--- config.mk ---
export PLATFORM = sky130hd
export DESIGN_NAME = pmsnap_regs
export DESIGN_NICKNAME = d
export VERILOG_FILES = /design/src/pmsnap_regs.v /design/src/pmsnap_capture_reg.v
export VERILOG_INCLUDE_DIRS = /design/src /design/src/src
export SDC_FILE = /design/constraint.sdc
export NUM_CORES = 1
export LEC_CHECK = 0
export ABC_CLOCK_PERIOD_IN_PS = 2400
export BUFFER_PORTS_ARGS = -buffer_cell sky130_fd_sc_hd__buf_2
export CAP_MARGIN = 20
export CORE_AREA = 3 3 190 192
export DETAILED_ROUTE_END_ITERATION = 7
export DIE_AREA = 0 0 193 195
export PLACE_DENSITY = 0.75
export SETUP_SLACK_MARGIN = 0.02
export SYNTH_ARGS = -nofsm -noshare
export SYNTH_HDL_FRONTEND = slang
export SYNTH_SLANG_ARGS = --single-unit
export TNS_END_PERCENT = 1
--- constraint.sdc ---
create_clock -name clk -period 2.4 [get_ports clk]
set_input_delay 0.36 -clock clk [delete_from_list [all_inputs] [get_ports clk]]
set_output_delay 0.36 -clock clk [all_outputs]
set_load 0.01 [all_outputs]
--- src/pmsnap_defs.vh ---
// constants for the performance monitor snapshot register bank
`ifndef PMSNAP_DEFS_VH
`define PMSNAP_DEFS_VH

// ======================================================================
// register offsets (byte addresses in the external debug region)
`define PMSNAP_OFF_PC_LO     12'h0600
`define PMSNAP_OFF_PC_HI     12'h0604
`define PMSNAP_OFF_CTX_EL1   12'h0608
`define PMSNAP_OFF_CTX_EL2   12'h060C
`define PMSNAP_OFF_STATUS    12'h0610
`define PMSNAP_OFF_OVF       12'h0614
`define PMSNAP_OFF_CYC_LO    12'h0618
`define PMSNAP_OFF_CYC_HI    12'h061C
`define PMSNAP_OFF_EVT_BASE  12'h0620
`define PMSNAP_OFF_TRIGGER   12'h06F0

// ======================================================================
// field positions
`define PMSNAP_PC_NS_BIT     63
`define PMSNAP_PC_EL_HI      62
`define PMSNAP_PC_EL_LO      61
`define PMSNAP_PC_ADDR_HI    55
`define PMSNAP_STAT_NC_BIT   0
`define PMSNAP_TRIG_SS_BIT   0

// ======================================================================
// reset values and widths
`define PMSNAP_NC_RESET      1'b1
`define PMSNAP_ZERO32        32'h0000_0000
`define PMSNAP_ZERO5         5'h00
`define PMSNAP_EVT_COUNT     6
`define PMSNAP_EVT_IDX_W     3
`define PMSNAP_WORD_SHIFT    2

`endif

--- src/pmsnap_regs.v ---
// performance monitor snapshot register bank on the external debug port
// Functional notes
// [RULE_01] the pc snapshot reads the live pc sample with no read side effect
// [RULE_02] pc snapshot is 64 bits: ns flag 63, level 62:61, zero 60:56, pc
// [RULE_03] any snapshot access errors while power is off or double locked
// [RULE_04] status is read-only, bit 0 is no-capture, bits 31:1 read zero
// [RULE_05] a capture under security violation stores no counters, nc=1
// [RULE_06] the no-capture flag ignores whether the pc sample was captured
// [RULE_07] warm reset sets no-capture to 1, the next capture overwrites it
// [RULE_08] overflow snapshot is unaffected by later set or clear writes
// [RULE_09] cycle snapshot is unaffected by later counter or reset writes
// [RULE_10] six event snapshots copy their counters and then stay fixed
// [RULE_11] trigger is write-only, bit 0 at 1 captures, 0 is ignored
// [RULE_12] context snapshots read the live el1 and el2 context samples
// [RULE_13] the monitor tracks its own capture success, not this bank
// [RULE_14] registers sit at 0x600 to 0x61c, 0x620 + 4n and 0x6f0
// [RULE_15] one capture loads all counter snapshots on the same cycle
`timescale 1ns/10ps
`include "pmsnap_defs.vh"

module pmsnap_regs #(
  parameter EVT_N   = `PMSNAP_EVT_COUNT,
  parameter ADDR_W  = 12,
  parameter CNT_W   = 32
) (
  input  wire                 clk,
  input  wire                 rst_b,
  // external debug access port
  input  wire                 dbg_sel,
  input  wire                 dbg_write,
  input  wire [ADDR_W-1:0]    dbg_addr,
  input  wire [31:0]          dbg_wdata,
  output reg                  dbg_ready,
  output reg                  dbg_error,
  output reg  [31:0]          dbg_rdata,
  // core state
  input  wire                 core_power_on,
  input  wire                 double_lock_active,
  input  wire                 security_violation,
  // live sample registers
  input  wire                 nonsecure_sample_flag,
  input  wire [1:0]           exception_level_sample,
  input  wire [55:0]          live_pc_sample,
  input  wire [31:0]          live_ctx_el1_sample,
  input  wire [31:0]          live_ctx_el2_sample,
  // live counters
  input  wire [31:0]          overflow_status,
  input  wire [63:0]          cycle_counter,
  input  wire [EVT_N*CNT_W-1:0] event_counter,
  // capture strobe towards the core, one cycle
  output reg                  capture_pulse
);

  // ======================================================================
  // access decode
  wire                 access_blocked;
  wire                 take;
  wire                 trig_hit;
  wire                 capture_req;
  wire                 counters_load;
  wire [ADDR_W-1:0]    evt_off;
  wire [ADDR_W-1:0]    evt_idx_full;
  wire                 evt_range;
  wire [`PMSNAP_EVT_IDX_W-1:0] evt_idx;
  wire [63:0]          pc_view;
  wire [31:0]          ovf_held;
  wire [63:0]          cyc_held;
  wire [EVT_N*CNT_W-1:0] evt_held;
  reg                  no_capture;
  reg  [31:0]          next_rdata;
  reg                  next_error;

  // status and all snapshots are gated by the same power and lock check
  assign access_blocked = !core_power_on || double_lock_active; // RULE_03
  assign take           = dbg_sel && !dbg_ready;
  assign trig_hit       = (dbg_addr == `PMSNAP_OFF_TRIGGER);
  assign capture_req    = take && dbg_write && trig_hit && !access_blocked
                          && dbg_wdata[`PMSNAP_TRIG_SS_BIT]; // RULE_11
  // a violating capture leaves the old counter copies in place
  assign counters_load  = capture_req && !security_violation; // RULE_05

  assign evt_off      = dbg_addr - `PMSNAP_OFF_EVT_BASE;
  assign evt_idx_full = evt_off >> `PMSNAP_WORD_SHIFT;
  assign evt_range    = (dbg_addr >= `PMSNAP_OFF_EVT_BASE)
                        && (evt_idx_full < EVT_N)
                        && (dbg_addr[1:0] == 2'b00); // RULE_14
  assign evt_idx      = evt_idx_full[`PMSNAP_EVT_IDX_W-1:0];

  // ======================================================================
  // pc view: combinational on the live sample, so reads cause no sample
  assign pc_view = {nonsecure_sample_flag,
                    exception_level_sample,
                    `PMSNAP_ZERO5,
                    live_pc_sample}; // RULE_01 RULE_02

  // ======================================================================
  // counter copies, all loaded by the same strobe
  pmsnap_capture_reg #(.WIDTH(32)) u_ovf (
    .clk   (clk),
    .rst_b (rst_b),
    .load  (counters_load), // RULE_15
    .src   (overflow_status),
    .held  (ovf_held)
  ); // RULE_08

  pmsnap_capture_reg #(.WIDTH(64)) u_cyc (
    .clk   (clk),
    .rst_b (rst_b),
    .load  (counters_load), // RULE_15
    .src   (cycle_counter),
    .held  (cyc_held)
  ); // RULE_09

  genvar gi;
  generate
    for (gi = 0; gi < EVT_N; gi = gi + 1) begin : g_evt
      pmsnap_capture_reg #(.WIDTH(CNT_W)) u_evt (
        .clk   (clk),
        .rst_b (rst_b),
        .load  (counters_load), // RULE_15
        .src   (event_counter[gi*CNT_W +: CNT_W]),
        .held  (evt_held[gi*CNT_W +: CNT_W])
      ); // RULE_10
    end
  endgenerate

  // ======================================================================
  // no-capture flag, counters only, pc capture has no say
  always @(posedge clk) begin
    if (!rst_b) begin
      no_capture <= `PMSNAP_NC_RESET; // RULE_07
    end else if (capture_req) begin
      no_capture <= security_violation; // RULE_05 RULE_06 RULE_07
    end
  end

  // ======================================================================
  // read mux and answer; unmapped addresses also answer with error
  always @* begin
    next_rdata = `PMSNAP_ZERO32;
    next_error = 1'b0;
    if (access_blocked) begin
      next_error = 1'b1; // RULE_03
    end else if (dbg_write) begin
      // only the trigger is writable
      next_error = !trig_hit; // RULE_11
    end else if (evt_range) begin
      next_rdata = evt_held[evt_idx*CNT_W +: CNT_W]; // RULE_10
    end else begin
      case (dbg_addr)
        `PMSNAP_OFF_PC_LO:   next_rdata = pc_view[31:0]; // RULE_01
        `PMSNAP_OFF_PC_HI:   next_rdata = pc_view[63:32]; // RULE_02
        `PMSNAP_OFF_CTX_EL1: next_rdata = live_ctx_el1_sample; // RULE_12
        `PMSNAP_OFF_CTX_EL2: next_rdata = live_ctx_el2_sample; // RULE_12
        `PMSNAP_OFF_STATUS:  next_rdata = {31'h0000_0000, no_capture}; // RULE_04
        `PMSNAP_OFF_OVF:     next_rdata = ovf_held; // RULE_08
        `PMSNAP_OFF_CYC_LO:  next_rdata = cyc_held[31:0]; // RULE_09
        `PMSNAP_OFF_CYC_HI:  next_rdata = cyc_held[63:32]; // RULE_09
        // trigger is write-only, a read of it is an error
        default:             next_error = 1'b1; // RULE_11
      endcase
    end
  end

  // ======================================================================
  // one-cycle answer, registered data
  always @(posedge clk) begin
    if (!rst_b) begin
      dbg_ready     <= 1'b0;
      dbg_error     <= 1'b0;
      dbg_rdata     <= `PMSNAP_ZERO32;
      capture_pulse <= 1'b0;
    end else begin
      dbg_ready     <= take;
      dbg_error     <= take && next_error;
      dbg_rdata     <= take ? next_rdata : `PMSNAP_ZERO32;
      capture_pulse <= capture_req;
    end
  end

endmodule // pmsnap_regs

--- src/pmsnap_capture_reg.v ---
// one capture register that loads its source on a capture strobe
`timescale 1ns/10ps

module pmsnap_capture_reg #(
  parameter WIDTH = 32
) (
  input  wire             clk,
  input  wire             rst_b,
  input  wire             load,
  input  wire [WIDTH-1:0] src,
  output reg  [WIDTH-1:0] held
);

  // ======================================================================
  // storage
  // copy is touched only by reset and load, so later writes to the live
  // counters cannot disturb it
  always @(posedge clk) begin
    if (!rst_b) begin
      held <= {WIDTH{1'b0}};
    end else if (load) begin
      held <= src;
    end
  end

endmodule // pmsnap_capture_reg

==> impl_metrics.yaml <==
cells_and_area:
  multiInputGateArea_sq_um: 8540
  layout_common_cells: "583 x nand2_1, 462 x buf_2, 369 x mux2i_1, 324 x dfxtp_1, 49 x buf_4"
  regArea_sq_um: 6490
  final_cell_area_sq_um: 19900
  drive_above_1_share_pct: 29.4
  fin_nets: 2647
  fillCellCount: 3086
  syn2layout_area_growth_pct: 25.7
  final_common_cell: "nand2_1"
global_route:
  track_usage_pct: 28.2
  grt_pass1_wl_um: 81700
  grt_max_degree: 241
  grt_antenna_before_repair: 26
  gr-total-overflow: 0
  grt_pass1_vias: 14400
cts:
  htree_levels: 2
  cts_buffers: 37
  cts-root-buf: "clkbuf_16"
  cts_buffer_depth: 3
  clk_pin_slew_worst_paths_ns: 0.06
  post_cts_resize_count: 0
  clk_latency_ns: 0.52
  cts_setup_buffers: 0
  cts_tree: "done"
  clock_sinks: 324
  cts_hold_buf: 0
critical_path:
  slowest_stage: "nor4_1"
  reg2reg_slack_ns: 0.51
  cp-start-kind: "flip-flop"
  cp_max_fo: 41
  cp.required_ns: 2.79
  cpPeakStageDelay_ns: 0.36
  cp.arrival_ns: 2.28
  crit_chain: "nand4b_1 -> nor4_1 -> nand3b_1 -> buf_4 -> buf_12 -> mux2i_1"
  critPathKind: "flip-flop to flip-flop"
  worstSetupEndpointType: "flip-flop"
synthesis:
  synth_mux_area_share_pct: 28.1
  synth-xor-area-share_pct: 0.0552
  syn_nets: 2226
  ys_types: 54
  yosysWarnings: 0
  avgSynthCellArea_sq_um: 9.00
  synth_ff_type: "dfxtp_1"
  synthCells: 1763
  synthArstFlopShare_pct: 0
  synthSimpleGateAreaFrac_pct: 18.0
  netlist_area_sq_um: 15900
  synthAdderAreaFrac_pct: 0.0789
  synth_seq_area_share_pct: 40.9
  synth_edf_count: 0
  yosys_register_bits: 324
  synth_compound_area_share_pct: 7.63
  synth_top_family_by_area: "multiplexers"
timing:
  fin_skew_ns: 0.0116
  setup_viol: 0
  slew_headroom_pct: 34.9
  rsz0062_at_grt: "false"
  fin_crit_sh_pct: 78.8
  setup-tns-final_ns: 0
  final.min_clock_period_ns: 1.89
  worst_pin_slew_ns: 0.977
  hold_viol_final: 0
  fmax_mhz: 528
  slew_viol_final: 0
worst_hold_path:
  hold_class: "input pin to flip-flop"
pwr:
  p_per_area_nw_per_um2: 602
  irDropWorstVdd_uv: 500
  swShare_pct: 24.1
  power.switching_mw: 2.90
  p_leak_nw: 10.4
  combPwrFrac_pct: 9.8
  p_seq_share_pct: 44.8
  p_clk_share_pct: 45.4
  p_int_mw: 9.11
floorplan:
  die_y_um: 195
  ioPinCount: 497
  die-area_sq_um: 37600
  core_area_sq_um: 34500
  rows: 68
  start_util_pct: 45.9
  die-width_um: 193
placement:
  io_buffer_count: 465
  dp.final_hpwl_um: 42300
  gp_congestion: 0.901
  place_area_sq_um: 18700
routing:
  routedWlPerCell_um: 20.9
  drt_iter0_drc: 921
  drt-total-wl_um: 55900
  vias: 14500
  drc: 0
  dr.pass1.iters: 6
  viasPerCell: 5.42
  antenna_left: 0
status:
  status: "finished clean"
job:
  maxCapViolCount: 0
-- flip-flops by register name, summed over array words and instances, names as in the netlist --
| register | flops |
|---|---|
| no_capture | 1 |
| u_cyc.held | 64 |
| dbg_rdata | 32 |
| dbg_ready | 1 |
| capture_pulse | 1 |
| g_evt.u_evt.held | 192 |
| u_ovf.held | 32 |
| dbg_error | 1 |
-- layer usage --
layer / track usage, % / part of all wire, % / vias up
li1: - / - / 6955
met2: 47.7 / 49 / 591
met1: 34.4 / 40 / 6860
met5: 0 / 0.098 / -
met3: 5.57 / 7.4 / 117
met4: 13.3 / 3.7 / 8
-- power groups by stage --
stage | registers [mW] | logic (mW) | clock network, mW
after floorplan | 5.50 | 0.535 | 0
final | 5.38 | 1.17 | 5.46
after CTS | 5.38 | 1.17 | 5.52
after detailed placement | 5.50 | 1.16 | 0
after global placement | 5.50 | 1.15 | 0
after global routing | 5.38 | 1.26 | 5.76
-- final timing paths --
kind / endpoint / cells past startpoint / from
max: g_evt[1].u_evt.held[0] / 6 / dbg_ready
min: g_evt[0].u_evt.held[15] / 3 / event_counter[15]
max reg2reg: g_evt[1].u_evt.held[0] / 6 / dbg_ready
min reg2reg: g_evt[3].u_evt.held[11] / 2 / g_evt[3].u_evt.held[11]
-- logic make-up after synthesis --
| group | after synthesis |
|---|---|
| AND/OR/NAND/NOR | 691 |
| XOR/XNOR | 1 |
| buffers and inverters | 161 |
| adder cells (fa/ha/maj) | 1 |
| AO/OA/AOI/OAI | 169 |
| multiplexers | 416 |
| flip-flops | 324 |
-- worst max-delay path: cells and delay by family, from the launching register on --
family        cells  cell delay (ns)
mux               1             0.15
simple gates      3             0.76
buf+inv           2             0.50
flops             1             0.31
-- cell usage after synthesis (6+ instances only) --
cell type	instances	area share [%]
or3b_2	6	0.33
a22o_1	12	0.66
dfxtp_1	324	41
mux2_2	26	1.8
mux4_2	21	3.0
clkbuf_1	86	2.0
buf_2	36	1.1
a211oi_1	7	0.33
buf_6	25	1.8
nor2b_1	8	0.32
and3_1	8	0.32
a31oi_1	7	0.28
mux2i_1	369	23
o221ai_1	7	0.39
a21oi_1	34	1.1
o22ai_1	40	1.6
nor2_1	27	0.64
nand2_1	583	14
a221oi_1	16	0.88
inv_1	9	0.21
o2bb2ai_1	11	0.61
nand3_1	22	0.69
nand3b_1	13	0.62
-- final cells by class --
class | instances | area share (%)
clock buffers | 53 | 5.61
flip-flops and latches | 324 | 32.5
well taps | 455 | 2.85
diodes | 20 | 0.251
repair buffers | 533 | 15.5
inverters | 10 | 0.188
multi-input cells | 1278 | 42.8
clock inverters | 6 | 0.213
-- per-stage QoR --
step                      hold WS (ns)  std cells  util, %  setup slack [ns]  power, mW
after CTS                       0.0634       2659     57.6             0.497       12.1
after detailed placement         0.450       2600     54.2             0.132       6.66
final                           0.0806       2679     57.7             0.508       12.0
after global routing            0.0738       2678     57.7             0.347       12.4
after global placement           0.441       2600     54.2             0.102       6.65
after floorplan                  0.434       1763        -             0.614       6.04
No activity file was read; power rests on OpenSTA's default activity.
